===== src/hdl/hrpwm_map.svh =====
// Purpose: constants for the high-resolution pwm compare and dead-time block
// Assumes: one 16-bit counter block; included by bare name
// Notes: definitions only
`ifndef HRPWM_MAP_SVH
`define HRPWM_MAP_SVH

`define HRPWM_W 16
`define HRPWM_CNT_RST 16'h0000
`define HRPWM_CMP_RST 16'h0000
`define HRPWM_TOP_RST 16'hFFFF
`define HRPWM_BOT_RST 16'h0000
`define HRPWM_OUT_RST 1'b0
`define HRPWM_ONE 16'h0001
`define HRPWM_ONE_X 17'h00001
// setup margin software keeps before a shadow transfer
`define HRPWM_SETUP_CPU_CLKS 3
`define HRPWM_SETUP_CNT_CYCLES 40

`endif


===== src/hdl/hrpwm_pkg.sv =====
// Purpose: types shared by the high-resolution pwm block
// Assumes: hrpwm_map.svh supplies widths
// Notes: none
`include "hrpwm_map.svh"

package hrpwm_pkg;

  typedef enum logic [1:0] {
    HRPWM_M_PLAIN  = 2'b00,
    HRPWM_M_DEAD   = 2'b01,
    HRPWM_M_PHASE  = 2'b10,
    HRPWM_M_PHDEAD = 2'b11
  } hrpwm_mode_t;

  typedef enum logic [1:0] {
    HRPWM_ACT_NOP    = 2'b00,
    HRPWM_ACT_LOW    = 2'b01,
    HRPWM_ACT_HIGH   = 2'b10,
    HRPWM_ACT_TOGGLE = 2'b11
  } hrpwm_act_t;

  typedef enum logic {
    HRPWM_DIR_UP   = 1'b0,
    HRPWM_DIR_DOWN = 1'b1
  } hrpwm_dir_t;

  typedef enum logic [3:0] {
    HRPWM_SEL_A      = 4'h0,
    HRPWM_SEL_B      = 4'h1,
    HRPWM_SEL_C      = 4'h2,
    HRPWM_SEL_D      = 4'h3,
    HRPWM_SEL_TOP    = 4'h4,
    HRPWM_SEL_BOT    = 4'h5,
    HRPWM_SEL_SH_A   = 4'h8,
    HRPWM_SEL_SH_B   = 4'h9,
    HRPWM_SEL_SH_C   = 4'hA,
    HRPWM_SEL_SH_D   = 4'hB,
    HRPWM_SEL_SH_TOP = 4'hC,
    HRPWM_SEL_SH_BOT = 4'hD
  } hrpwm_sel_t;

  typedef struct packed {
    logic [`HRPWM_W-1:0] a;
    logic [`HRPWM_W-1:0] b;
    logic [`HRPWM_W-1:0] c;
    logic [`HRPWM_W-1:0] d;
    logic [`HRPWM_W-1:0] top;
    logic [`HRPWM_W-1:0] bot;
  } hrpwm_cmp_t;

  typedef struct packed {
    hrpwm_mode_t mode;
    logic buffer_mode;
    logic updown;
    logic adt_variant;
    logic xfer_at_top;
    logic xfer_at_bottom;
    hrpwm_act_t high_level_0;
    hrpwm_act_t high_level_1;
    hrpwm_act_t low_level_0;
    hrpwm_act_t low_level_1;
  } hrpwm_cfg_t;

  typedef struct packed {
    logic wr;
    hrpwm_sel_t sel;
    logic [`HRPWM_W-1:0] data;
  } hrpwm_wr_t;

endpackage


===== src/hdl/hrpwm_core.sv =====
// Purpose: compare, dead-time and output logic of one hi-res pwm counter block
// Assumes: count_en is a one-cycle pulse per count clock; inputs synchronous
// Notes: cpu writes arrive as a select plus data strobe on the same clock
`timescale 1ns/10ps
`default_nettype none
`include "hrpwm_map.svh"

// Functional notes
// - up mode: count to top, reload bottom
// - up-down: up to top, down to bottom
// - restart after stop always counts up
// - mode 0 up: a,c,b,d drive L0,H0,H1,L1
// - mode 0 up-down: a/c both directions
// - each level action: nop, low, high, toggle
// - direct mode: compare writes act at once
// - buffer up: shadows load at top reload
// - buffer up-down: load at top, bottom, both
// - buffer mode still honours direct compare writes
// - modes 2,3 compute b (and d) by sum
// - b sum over top wraps by period span
// - d sum over top wraps span plus one
// - phase modes: b recomputed at match_a hit
// - mode 2: d recomputed at match_c hit
// - mode 3: only b at match_a hit
// - modes 2,3 force up count, buffer mode
// - mode 0: dead counters stay stopped
// - dead counters start on hits, stop at c/d
// - variant 0 dead-time output assignment
// - variant 1 dead-time output assignment
// - 16-bit counters; dead time from c/d
module hrpwm_core (
  input wire logic clock,
  input wire logic rst_n,
  input wire logic count_en,
  input wire logic counter_run_bit,
  input wire hrpwm_pkg::hrpwm_cfg_t cfg,
  input wire hrpwm_pkg::hrpwm_wr_t cpu_wr,
  output logic high_side_output,
  output logic low_side_output,
  output logic [`HRPWM_W-1:0] main_counter,
  output logic [`HRPWM_W-1:0] dead_counter_c,
  output logic [`HRPWM_W-1:0] dead_counter_d,
  output logic count_down,
  output hrpwm_pkg::hrpwm_cmp_t match_regs,
  output hrpwm_pkg::hrpwm_cmp_t shadow_regs
);

  // state
  logic [`HRPWM_W-1:0] cnt_r;
  logic [`HRPWM_W-1:0] cnt_nxt;
  hrpwm_pkg::hrpwm_dir_t dir_r;
  hrpwm_pkg::hrpwm_dir_t dir_nxt;
  hrpwm_pkg::hrpwm_cmp_t cmp_r;
  hrpwm_pkg::hrpwm_cmp_t cmp_nxt;
  hrpwm_pkg::hrpwm_cmp_t shd_r;
  hrpwm_pkg::hrpwm_cmp_t shd_nxt;
  logic [`HRPWM_W-1:0] dcc_r;
  logic [`HRPWM_W-1:0] dcc_nxt;
  logic [`HRPWM_W-1:0] dcd_r;
  logic [`HRPWM_W-1:0] dcd_nxt;
  logic dcc_run_r;
  logic dcc_run_nxt;
  logic dcd_run_r;
  logic dcd_run_nxt;
  logic hi_r;
  logic hi_nxt;
  logic lo_r;
  logic lo_nxt;

  // decoded mode
  logic dead_mode;
  logic phase_mode;
  logic eff_updown;
  logic eff_buffer;
  logic tick;
  logic at_top;
  logic at_bot;
  logic going_up;

  // compare events
  logic hit_a;
  logic hit_b;
  logic hit_c;
  logic hit_d;
  logic hit_a_dn;
  logic hit_c_dn;
  logic xfer;
  logic dcc_start;
  logic dcd_start;
  logic dcc_match;
  logic dcd_match;

  // phase-shift arithmetic
  logic [`HRPWM_W:0] span;
  logic [`HRPWM_W:0] top_x;
  logic [`HRPWM_W:0] sum_b;
  logic [`HRPWM_W:0] sum_d;
  logic [`HRPWM_W:0] wrap_b;
  logic [`HRPWM_W:0] wrap_d;
  logic [`HRPWM_W-1:0] next_b;
  logic [`HRPWM_W-1:0] next_d;

  function automatic logic apply_act(
    input logic cur,
    input hrpwm_pkg::hrpwm_act_t act
  );
    logic res;
    res = cur;
    case (act)
      hrpwm_pkg::HRPWM_ACT_NOP: res = cur;
      hrpwm_pkg::HRPWM_ACT_LOW: res = 1'b0;
      hrpwm_pkg::HRPWM_ACT_HIGH: res = 1'b1;
      hrpwm_pkg::HRPWM_ACT_TOGGLE: res = ~cur;
      default: res = cur;
    endcase
    return res;
  endfunction

  assign dead_mode = cfg.mode[0];
  assign phase_mode = cfg.mode[1];
  // phase modes have no direct or up-down form
  assign eff_updown = cfg.updown & ~phase_mode;
  assign eff_buffer = cfg.buffer_mode | phase_mode;
  assign tick = count_en & counter_run_bit;
  assign at_top = (cnt_r == cmp_r.top);
  assign at_bot = (cnt_r == cmp_r.bot);
  assign going_up = (dir_r == hrpwm_pkg::HRPWM_DIR_UP) | ~eff_updown;

  // hits are judged on the value the counter holds during this count cycle
  always_comb begin
    hit_a = tick & going_up & (cnt_r == cmp_r.a);
    hit_c = tick & going_up & (cnt_r == cmp_r.c);
    hit_b = tick & ~eff_updown & (cnt_r == cmp_r.b);
    hit_d = tick & ~eff_updown & (cnt_r == cmp_r.d);
    hit_a_dn = tick & ~going_up & (cnt_r == cmp_r.a);
    hit_c_dn = tick & ~going_up & (cnt_r == cmp_r.c);
  end

  // shadow transfer instant
  always_comb begin
    xfer = 1'b0;
    if (eff_buffer) begin
      if (!eff_updown) begin
        xfer = tick & at_top;
      end else begin
        xfer = tick & ((going_up & at_top & cfg.xfer_at_top) |
                       (~going_up & at_bot & cfg.xfer_at_bottom));
      end
    end
  end

  // dead counter start and stop events
  always_comb begin
    dcc_start = dead_mode & hit_a;
    dcd_start = dead_mode & (eff_updown ? hit_a_dn : hit_b);
    dcc_match = dead_mode & count_en & dcc_run_r & (dcc_r == cmp_r.c);
    dcd_match = dead_mode & count_en & dcd_run_r & (dcd_r == cmp_r.d);
  end

  // phase-shift sums, 17 bits so the overflow test sees the carry
  always_comb begin
    top_x = {1'b0, cmp_r.top};
    span = top_x - {1'b0, cmp_r.bot};
    sum_b = {1'b0, cmp_r.a} + {1'b0, shd_r.b};
    sum_d = {1'b0, cmp_r.c} + {1'b0, shd_r.d};
    wrap_b = sum_b - span;
    wrap_d = sum_d - span - `HRPWM_ONE_X;
    next_b = (sum_b > top_x) ? wrap_b[`HRPWM_W-1:0] : sum_b[`HRPWM_W-1:0];
    next_d = (sum_d > top_x) ? wrap_d[`HRPWM_W-1:0] : sum_d[`HRPWM_W-1:0];
  end

  // main counter and direction
  always_comb begin
    cnt_nxt = cnt_r;
    dir_nxt = dir_r;
    if (!counter_run_bit) begin
      // a stopped counter always resumes upward
      dir_nxt = hrpwm_pkg::HRPWM_DIR_UP;
    end else if (count_en) begin
      if (!eff_updown) begin
        dir_nxt = hrpwm_pkg::HRPWM_DIR_UP;
        cnt_nxt = at_top ? cmp_r.bot : cnt_r + `HRPWM_ONE;
      end else begin
        case (dir_r)
          hrpwm_pkg::HRPWM_DIR_UP: begin
            if (at_top) begin
              dir_nxt = hrpwm_pkg::HRPWM_DIR_DOWN;
              cnt_nxt = cnt_r - `HRPWM_ONE;
            end else begin
              cnt_nxt = cnt_r + `HRPWM_ONE;
            end
          end
          hrpwm_pkg::HRPWM_DIR_DOWN: begin
            if (at_bot) begin
              dir_nxt = hrpwm_pkg::HRPWM_DIR_UP;
              cnt_nxt = cnt_r + `HRPWM_ONE;
            end else begin
              cnt_nxt = cnt_r - `HRPWM_ONE;
            end
          end
          default: begin
            dir_nxt = hrpwm_pkg::HRPWM_DIR_UP;
          end
        endcase
      end
    end
  end

  // compare and shadow registers
  always_comb begin
    cmp_nxt = cmp_r;
    shd_nxt = shd_r;
    if (xfer) begin
      cmp_nxt.a = shd_r.a;
      cmp_nxt.c = shd_r.c;
      cmp_nxt.top = shd_r.top;
      cmp_nxt.bot = shd_r.bot;
      if (!phase_mode) begin
        cmp_nxt.b = shd_r.b;
      end
      if (cfg.mode != hrpwm_pkg::HRPWM_M_PHASE) begin
        cmp_nxt.d = shd_r.d;
      end
    end
    // phase updates ride the compare hit, not the period boundary
    if (phase_mode && hit_a) begin
      cmp_nxt.b = next_b;
    end
    if ((cfg.mode == hrpwm_pkg::HRPWM_M_PHASE) && hit_c) begin
      cmp_nxt.d = next_d;
    end
    // cpu writes land last so a direct write is never lost to a transfer
    if (cpu_wr.wr) begin
      case (cpu_wr.sel)
        hrpwm_pkg::HRPWM_SEL_A: cmp_nxt.a = cpu_wr.data;
        hrpwm_pkg::HRPWM_SEL_B: cmp_nxt.b = cpu_wr.data;
        hrpwm_pkg::HRPWM_SEL_C: cmp_nxt.c = cpu_wr.data;
        hrpwm_pkg::HRPWM_SEL_D: cmp_nxt.d = cpu_wr.data;
        hrpwm_pkg::HRPWM_SEL_TOP: cmp_nxt.top = cpu_wr.data;
        hrpwm_pkg::HRPWM_SEL_BOT: cmp_nxt.bot = cpu_wr.data;
        hrpwm_pkg::HRPWM_SEL_SH_A: shd_nxt.a = cpu_wr.data;
        hrpwm_pkg::HRPWM_SEL_SH_B: shd_nxt.b = cpu_wr.data;
        hrpwm_pkg::HRPWM_SEL_SH_C: shd_nxt.c = cpu_wr.data;
        hrpwm_pkg::HRPWM_SEL_SH_D: shd_nxt.d = cpu_wr.data;
        hrpwm_pkg::HRPWM_SEL_SH_TOP: shd_nxt.top = cpu_wr.data;
        hrpwm_pkg::HRPWM_SEL_SH_BOT: shd_nxt.bot = cpu_wr.data;
        default: begin
          shd_nxt = shd_r;
        end
      endcase
    end
  end

  // dead-time counters
  always_comb begin
    dcc_nxt = dcc_r;
    dcd_nxt = dcd_r;
    dcc_run_nxt = dcc_run_r;
    dcd_run_nxt = dcd_run_r;
    if (!dead_mode) begin
      dcc_nxt = `HRPWM_CNT_RST;
      dcd_nxt = `HRPWM_CNT_RST;
      dcc_run_nxt = 1'b0;
      dcd_run_nxt = 1'b0;
    end else begin
      // a repeated start restarts from zero and stretches the dead time
      if (dcc_start) begin
        dcc_nxt = `HRPWM_CNT_RST;
        dcc_run_nxt = 1'b1;
      end else if (dcc_match) begin
        dcc_nxt = `HRPWM_CNT_RST;
        dcc_run_nxt = 1'b0;
      end else if (count_en && dcc_run_r) begin
        dcc_nxt = dcc_r + `HRPWM_ONE;
      end
      if (dcd_start) begin
        dcd_nxt = `HRPWM_CNT_RST;
        dcd_run_nxt = 1'b1;
      end else if (dcd_match) begin
        dcd_nxt = `HRPWM_CNT_RST;
        dcd_run_nxt = 1'b0;
      end else if (count_en && dcd_run_r) begin
        dcd_nxt = dcd_r + `HRPWM_ONE;
      end
    end
  end

  // output levels; level 0 action applied before level 1 on a coincidence
  always_comb begin
    hi_nxt = hi_r;
    lo_nxt = lo_r;
    if (!dead_mode) begin
      if (hit_a) begin
        lo_nxt = apply_act(lo_nxt, cfg.low_level_0);
      end
      if (hit_d || hit_a_dn) begin
        lo_nxt = apply_act(lo_nxt, cfg.low_level_1);
      end
      if (hit_c) begin
        hi_nxt = apply_act(hi_nxt, cfg.high_level_0);
      end
      if (hit_b || hit_c_dn) begin
        hi_nxt = apply_act(hi_nxt, cfg.high_level_1);
      end
    end else if (!cfg.adt_variant) begin
      if (dcc_start) begin
        lo_nxt = apply_act(lo_nxt, cfg.low_level_0);
      end
      if (dcd_match) begin
        lo_nxt = apply_act(lo_nxt, cfg.low_level_1);
      end
      if (dcc_match) begin
        hi_nxt = apply_act(hi_nxt, cfg.high_level_0);
      end
      if (dcd_start) begin
        hi_nxt = apply_act(hi_nxt, cfg.high_level_1);
      end
    end else begin
      if (dcc_start) begin
        hi_nxt = apply_act(hi_nxt, cfg.high_level_0);
      end
      if (dcd_match) begin
        hi_nxt = apply_act(hi_nxt, cfg.high_level_1);
      end
      if (dcc_match) begin
        lo_nxt = apply_act(lo_nxt, cfg.low_level_0);
      end
      if (dcd_start) begin
        lo_nxt = apply_act(lo_nxt, cfg.low_level_1);
      end
    end
  end

  always_ff @(posedge clock or negedge rst_n) begin
    if (!rst_n) begin
      cnt_r <= `HRPWM_CNT_RST;
      dir_r <= hrpwm_pkg::HRPWM_DIR_UP;
      cmp_r.a <= `HRPWM_CMP_RST;
      cmp_r.b <= `HRPWM_CMP_RST;
      cmp_r.c <= `HRPWM_CMP_RST;
      cmp_r.d <= `HRPWM_CMP_RST;
      cmp_r.top <= `HRPWM_TOP_RST;
      cmp_r.bot <= `HRPWM_BOT_RST;
      shd_r.a <= `HRPWM_CMP_RST;
      shd_r.b <= `HRPWM_CMP_RST;
      shd_r.c <= `HRPWM_CMP_RST;
      shd_r.d <= `HRPWM_CMP_RST;
      shd_r.top <= `HRPWM_TOP_RST;
      shd_r.bot <= `HRPWM_BOT_RST;
      dcc_r <= `HRPWM_CNT_RST;
      dcd_r <= `HRPWM_CNT_RST;
      dcc_run_r <= 1'b0;
      dcd_run_r <= 1'b0;
      hi_r <= `HRPWM_OUT_RST;
      lo_r <= `HRPWM_OUT_RST;
    end else begin
      cnt_r <= cnt_nxt;
      dir_r <= dir_nxt;
      cmp_r <= cmp_nxt;
      shd_r <= shd_nxt;
      dcc_r <= dcc_nxt;
      dcd_r <= dcd_nxt;
      dcc_run_r <= dcc_run_nxt;
      dcd_run_r <= dcd_run_nxt;
      hi_r <= hi_nxt;
      lo_r <= lo_nxt;
    end
  end

  assign high_side_output = hi_r;
  assign low_side_output = lo_r;
  assign main_counter = cnt_r;
  assign dead_counter_c = dcc_r;
  assign dead_counter_d = dcd_r;
  assign count_down = (dir_r == hrpwm_pkg::HRPWM_DIR_DOWN);
  assign match_regs = cmp_r;
  assign shadow_regs = shd_r;

endmodule

`default_nettype wire


===== config.mk =====
export PLATFORM = sky130hd
export DESIGN_NAME = hrpwm_core
export DESIGN_NICKNAME = d
export VERILOG_FILES = /design/src/hdl/hrpwm_pkg.sv /design/src/hdl/hrpwm_core.sv
export VERILOG_INCLUDE_DIRS = /design/src /design/src/hdl
export SDC_FILE = /design/constraint.sdc
export NUM_CORES = 1
export LEC_CHECK = 0
export ABC_AREA = 1
export BUFFER_PORTS_ARGS = -buffer_cell sky130_fd_sc_hd__buf_2
export CAP_MARGIN = 15
export CORE_ASPECT_RATIO = 0.7
export CORE_MARGIN = 3
export CORE_UTILIZATION = 45
export DETAILED_ROUTE_END_ITERATION = 12
export GPL_ROUTABILITY_DRIVEN = 0
export GPL_TIMING_DRIVEN = 0
export PLACE_DENSITY = 0.66
export REMOVE_ABC_BUFFERS = 1
export SETUP_SLACK_MARGIN = 0.1
export SYNTH_ARGS = -nofsm -noshare
export SYNTH_HDL_FRONTEND = slang
export SYNTH_SLANG_ARGS = --single-unit

===== constraint.sdc =====
create_clock -name clock -period 10.4 [get_ports clock]
set_input_delay 2.08 -clock clock [delete_from_list [all_inputs] [get_ports clock]]
set_output_delay 2.08 -clock clock [all_outputs]
set_load 0.01 [all_outputs]

[Word-level counts from Yosys, hierarchy flattened]
Cells that the tools add are included.
W data, S select, Z words.
Word-level totals
  register bits after elaboration: 245
  input port bits: 40
  output and inout port bits: 243
  word-level logic and storage cells: 203
Operators by class
  add/subtract/negate cells: 10
  order comparisons: 2
  eq/ne operators: 38
  muxes and demuxes: 76
  bitwise operators: 39
  reduce and logical (&&, ||, !) cells: 18
Operator list (count)
  $mux W16: 24
  $mux W96: 2
  $eq A16 B16 Y1: 8
  $add A16 B1 Y16 const B: 3
  $sub A16 B16 Y16: 3
  $mux W1: 40
  $add A16 B16 Y17: 2
  $gt A17 B16 Y1: 2
  $pmux W1 S4: 8
  $pmux W16 S2: 1
  $sub A16 B1 Y16 const B: 2
  $and A1 B1 Y1: 24
  $eq A4 B4 Y1 const B: 6
  $eq A2 B2 Y1 const B: 9
  $reduce_and A2 Y1: 7
  $not A1 Y1: 12
  $eq A2 B1 Y1 const B: 4
  $eq A4 B2 Y1 const B: 2
  $eq A4 B3 Y1 const B: 2
  $logic_not A2 Y1: 4
  $ne A4 B1 Y1 const B: 2
  $ne A3 B1 Y1 const B: 2
  $eq A4 B1 Y1 const B: 1
  $logic_and A1 B1 Y1: 4
  other kinds (5): 9

[Longest topological paths before layout]
  depth after elaboration: 15
  gate-level depth with buffers: 26
  mapped depth without buffers: 25

[Worst setup path after synthesis]
No wires, ideal clock.
  path kind: input to register
  start point: in cfg[11] (netlist name)
  end point: reg dcd_r[14], in the netlist dead_counter_d[14]
  arrival time: 3.500 ns
  data required time: 10.276 ns
  setup slack: 6.776 ns
  cell stages on the path: 14
  buffers on the path: 1
  cells stage by stage: inv_1 -> nor2_2 -> inv_2 -> nor2_1 -> inv_2 -> nor2_1 -> nand3_2 -> nand2_1 -> nor2_4 -> nand2_2 -> buf_4 -> nand4_1 -> nand2_1 -> nor2_1
On the way
  longest elaborated chain between the ends: 10
  elaborated cells on any way between the ends: 13
Ends and longest elaborated chain
  start: declaration: line hrpwm_core.sv:36  | input wire hrpwm_pkg::hrpwm_cfg_t cfg,
  $and A1 B1 Y1 (*): line hrpwm_core.sv:122  | assign eff_updown = cfg.updown & ~phase_mode;
  $not A1 Y1: line hrpwm_core.sv:127, hrpwm_core.sv:133
  $or A1 B1 Y1: line hrpwm_core.sv:127  | assign going_up = (dir_r == hrpwm_pkg::HRPWM_DIR_UP) | ~eff_updown;
  $not A1 Y1: line hrpwm_core.sv:135  | hit_a_dn = tick & ~going_up & (cnt_r == cmp_r.a);
  $and A1 B1 Y1 (2 in a row): line hrpwm_core.sv:135
  $mux W1 (*): line hrpwm_core.sv:155  | dcd_start = dead_mode & (eff_updown ? hit_a_dn : hit_b);
  $and A1 B1 Y1 (*): line hrpwm_core.sv:155
  $mux W16: line hrpwm_core.sv:276  | if (dcd_start) begin
  $mux W16: line hrpwm_core.sv:260  | if (!dead_mode) begin
  end signal: assignment: line hrpwm_core.sv:351  | dcd_r <= `HRPWM_CNT_RST;
  end signal: assignment: line hrpwm_core.sv:362  | dcd_r <= dcd_nxt;
  end: declaration: line hrpwm_core.sv:59  | logic [`HRPWM_W-1:0] dcd_r;
Mark *: on every way between the ends. The rest lies on a longest branch, timed or not.
A chain may end at the register's enable or synchronous reset.

==> out/results.md <==
### Placed design
• 61820 µm — DPL Wire Length
• 282 — I/O Buffers
• 5.163 ns — post-place setup slack
• 0.02147 mm² — cell area after placement

### Worst setup path
• match_regs[40]$_DFF_PN0_ — r2r endpoint
• 17 — crit-path max FO
• 5.45 ns — WP data arrival
• register — crit path capture type
• 5.45 ns — minimum setup slack among reg-to-reg paths
• register to register — type of the setup path with the least slack
• register — Critical Path Source Type
• 10.90 ns — Worst EP required
• 1 — sum of buffers and inverters on the critical path
• match_regs[40]$_DFF_PN0_ — capturing element of the worst setup path
• 22 — number of cells on the critical path
• ha_1 -> fa_1 -> nand3_1 -> nand2_1 -> nand2_1 -> nand2_1 -> a21oi_2 -> xor2_1 -> inv_1 -> ha_1 -> a21oi_1 -> o21a_1 -> nand2_1 -> nand2_1 -> nand2_1 -> nand2_1 -> nand2_1 -> nand2_1 -> nand2_4 -> nand2_1 -> nand3_1 -> a21oi_1 — series of cell instances along the critical path
• sky130_fd_sc_hd__dfrtp_1 — cell with the largest stage delay on the worst path
• simple AND/OR/NAND/NOR gates — Worst path top cell family by delay
• 0.60 ns — delay of the slowest cell on the worst path
• 22 — number of cell instances on the worst register-to-register path
• match_regs[48]$_DFF_PN0_ — worst flop-to-flop path startpoint
• sky130_fd_sc_hd__nand2_1 — Most common cell on crit path
• match_regs[48]$_DFF_PN0_ — first element of the critical path

### Yosys
• 0.01962 mm² — combined area of all synthesized cells
• 2881 — Post-Syn Instances
• 100.0% — Async S/R FF share, synth
• sky130_fd_sc_hd__nand2_1 (700), sky130_fd_sc_hd__inv_1 (379), sky130_fd_sc_hd__nor2_1 (340), sky130_fd_sc_hd__dfrtp_1 (213), sky130_fd_sc_hd__a21oi_1 (189) — top cells by instance count after synthesis
• 31.45% — sequential cell area fraction in the yosys report
• sky130_fd_sc_hd__dfrtp_1 — area leader, netlist
• 0 — number of synthesized flops with an enable pin
• sky130_fd_sc_hd__nand2_1 — most frequent cell after synthesis
• 54 — distinct cell type count after synthesis
• 27.16% — share of the synthesized area in the top cell type
• sky130_fd_sc_hd__dfrtp_1 — primary flip-flop cell chosen by synthesis mapping
• 245 — post-synthesis sequential element count
• sky130_fd_sc_hd__dfrtp_1 (27%), sky130_fd_sc_hd__nand2_1 (13%), sky130_fd_sc_hd__inv_1 (7.2%) — top area cells in the synthesized netlist
• 6.811 µm² — average instance area after synthesis
• 0 — Yosys warning total

### Power and ir drop
• 15.4% — proportion of power drawn by the clock network
• 7.279 mW — Power, Total
• 3.840 mW — total net switching power
• 0.1840 mV — maximum VDD drop
• 52.75% — net switching fraction of the power
• 322.8 mW/mm² — power density over the cells
• 3.439 mW — internal power summed over all cells
• 62.2% — combinational power share
• 22.4% — sequential share of power
• 11.85 nW — Leak Pwr

### Hold path
• register to register — Tightest Hold Check Type
• 2 — Worst Hold Path Cells

### Timing
• 0 — max-slew violation total from the final report
• 0 — hold violation count in the final report
• 1.246 ns — transition time at the pin with the least slew margin
• 0.02751 ns — worst clock skew
• 202.2 MHz — timing-limited maximum frequency
• 4.946 ns — fin crit period
• 5.454 ns — setup slack of the critical path after layout
• 47.56% — fraction of the cycle the final worst path needs
• 16.71% — tightest slew margin relative to the limit
• 0 ns — accumulated negative setup slack
• false — RSZ-0062 raised after global routing
• 0 — final count of negative-setup-slack endpoints

### Flow run
• 0 — number of max-capacitance violations reported

### Global route
• 119300 µm — first-pass GRT wire length
• 33.69% — global routing usage summed across all routing layers
• 122 — maximum number of pins on one net before global-route repair
• 18990 — vias in the first global route
• 0 — total congestion overflow
• 2 — number of antenna violations at the first check in global routing

### Detailed routing
• 8 — number of search-and-repair iterations in the first detailed-routing pass
• 0 — number of design rule violations left after detail routing
• 21240 — vias after detailed routing
• 0 — final antenna-violating net count
• 5.724 — via-per-instance ratio
• 81010 µm — routed wire length
• 21.83 µm — DR WL/cell
• 2744 — First DRT Iteration DRCs

### Layout
• 14.94% — area growth from synthesis to layout
• 0.02255 mm² — fin area
• 13.89% — fraction of final layout cells sized beyond drive strength 1
• 3261 — net count reported at finish

### Clock tree
• 245 — clock net sink count
• 28 — number of buffers created by CTS
• 0 — buffer count from post-CTS setup fixing
• yes — TritonCTS clock tree
• 0 — count of cells resized by post-cts repair
• 0.58 ns — clock insertion delay at the later pin of the skew report
• sky130_fd_sc_hd__clkbuf_16 — CTS Root Buffer Type
• 1 — H-tree Lvls
• 0.07 ns — clock transition at the registers of the reported paths
• 3 — maximum root-to-sink buffer count
• 0 — count of hold buffers inserted by post-cts repair

### Floorplan
• 0.04619 mm² — die footprint
• 63 — number of placement rows
• 180.7 µm — vertical die dimension
• 0.04272 mm² — Core ar.
• 255.6 µm — Die X
• 45.93% — initial standard-cell utilization of the core
• 283 — IO Pins

### Status
• finished clean — outcome

worst min-delay path by stage:
stage / from / to
floorplan: dcc_run_r$_DFFE_PN0P_ / dcc_run_r$_DFFE_PN0P_
global placement: dcc_run_r$_DFFE_PN0P_ / dcc_run_r$_DFFE_PN0P_
detailed placement: dcc_run_r$_DFFE_PN0P_ / dcc_run_r$_DFFE_PN0P_
CTS: dcd_run_r$_DFFE_PN0P_ / dcd_run_r$_DFFE_PN0P_
global route: shadow_regs[23]$_DFFE_PN1P_ / match_regs[23]$_DFF_PN1_
finish: dcc_run_r$_DFFE_PN0P_ / dcc_run_r$_DFFE_PN0P_
stage by stage:
step | utilization, % | instances | hold slack, ns
global placement | 49.63 | 3641 | 0.4594
floorplan | - | 2774 | 0.4417
CTS | 52.66 | 3707 | 0.4938
detailed placement | 50.25 | 3655 | 0.4695
global route | 52.79 | 3711 | 0.5061
finish | 52.79 | 3711 | 0.4907
area by class of cell:
cell class / instances / area [µm²]
Inverter: 392 / 1471
Multi-Input combinational cell: 2137 / 11450
Clock inverter: 14 / 251.5
Antenna cell: 1 / 2.502
Fill cell: 4256 / 20170
Timing Repair Buffer: 299 / 1697
Tap cell: 585 / 732.0
Clock buffer: 38 / 778.2
Sequential cell: 245 / 6171
cell usage in the layout (no fill, tap or decap), drive strengths merged, types with 5 or more instances in the layout:
cell type,Yosys,routed
a31oi,40,40
o22ai,5,5
ha,113,113
dfstp,32,32
nor4,15,15
xor2,112,112
bufinv,0,6
fa,5,5
o21bai,5,5
buf,44,299
xnor2,61,61
nand4,68,68
a21oi,192,192
nand3,180,180
nand2,708,708
or2,11,11
dfrtp,213,213
inv,389,389
o211ai,5,5
o21ai,180,180
clkbuf,63,38
nand3b,6,6
a21o,8,8
nor2,346,346
clkinv,3,10
nor3,51,51
logic make-up (layout without fill, tap and decap cells):
| family | count (synthesis) | count (layout) | synth area share [%] |
|---|---|---|---|
| AO/OA/AOI/OAI | 455 | 455 | 12.68 |
| XOR/XNOR | 173 | 173 | 7.722 |
| adder cells (fa/ha/maj) | 118 | 118 | 7.715 |
| buffers and inverters | 499 | 743 | 10.36 |
| flip-flops | 245 | 245 | 31.45 |
| other | 0 | 1 | 0 |
| AND/OR/NAND/NOR | 1391 | 1391 | 30.08 |
power groups by stage:
stage | registers [mW] | clock network (mW) | logic, mW
floorplan | 1.49 | 0 | 3.08
global placement | 1.60 | 0 | 4.27
detailed placement | 1.61 | 0 | 4.36
CTS | 1.59 | 1.12 | 4.40
global route | 1.63 | 1.16 | 5.04
finish | 1.63 | 1.12 | 4.53
flip-flops by register name, summed over array words and instances (netlist names):
| signal | flops |
|---|---|
| low_side_output | 1 |
| count_down | 1 |
| main_counter | 16 |
| dcc_run_r | 1 |
| dead_counter_c | 16 |
| dcd_run_r | 1 |
| high_side_output | 1 |
| dead_counter_d | 16 |
| shadow_regs | 96 |
| match_regs | 96 |
worst min-delay path, stage by stage, from the launching register on:
cell and delay (ns):
sky130_fd_sc_hd__dfrtp_1 0.35, sky130_fd_sc_hd__nand2_1 0.06, sky130_fd_sc_hd__nand2_1 0.05
layer usage:
metal | GRT usage, % | vias to the layer above | share of wire (%)
met5 | 0 | - | 0.016
met4 | 11.57 | 2 | 4.3
met3 | 11.81 | 222 | 15
li1 | - | 9776 | -
met1 | 47.14 | 9868 | 40
met2 | 48.22 | 1373 | 40
Power figures use the tool's default switching activity.
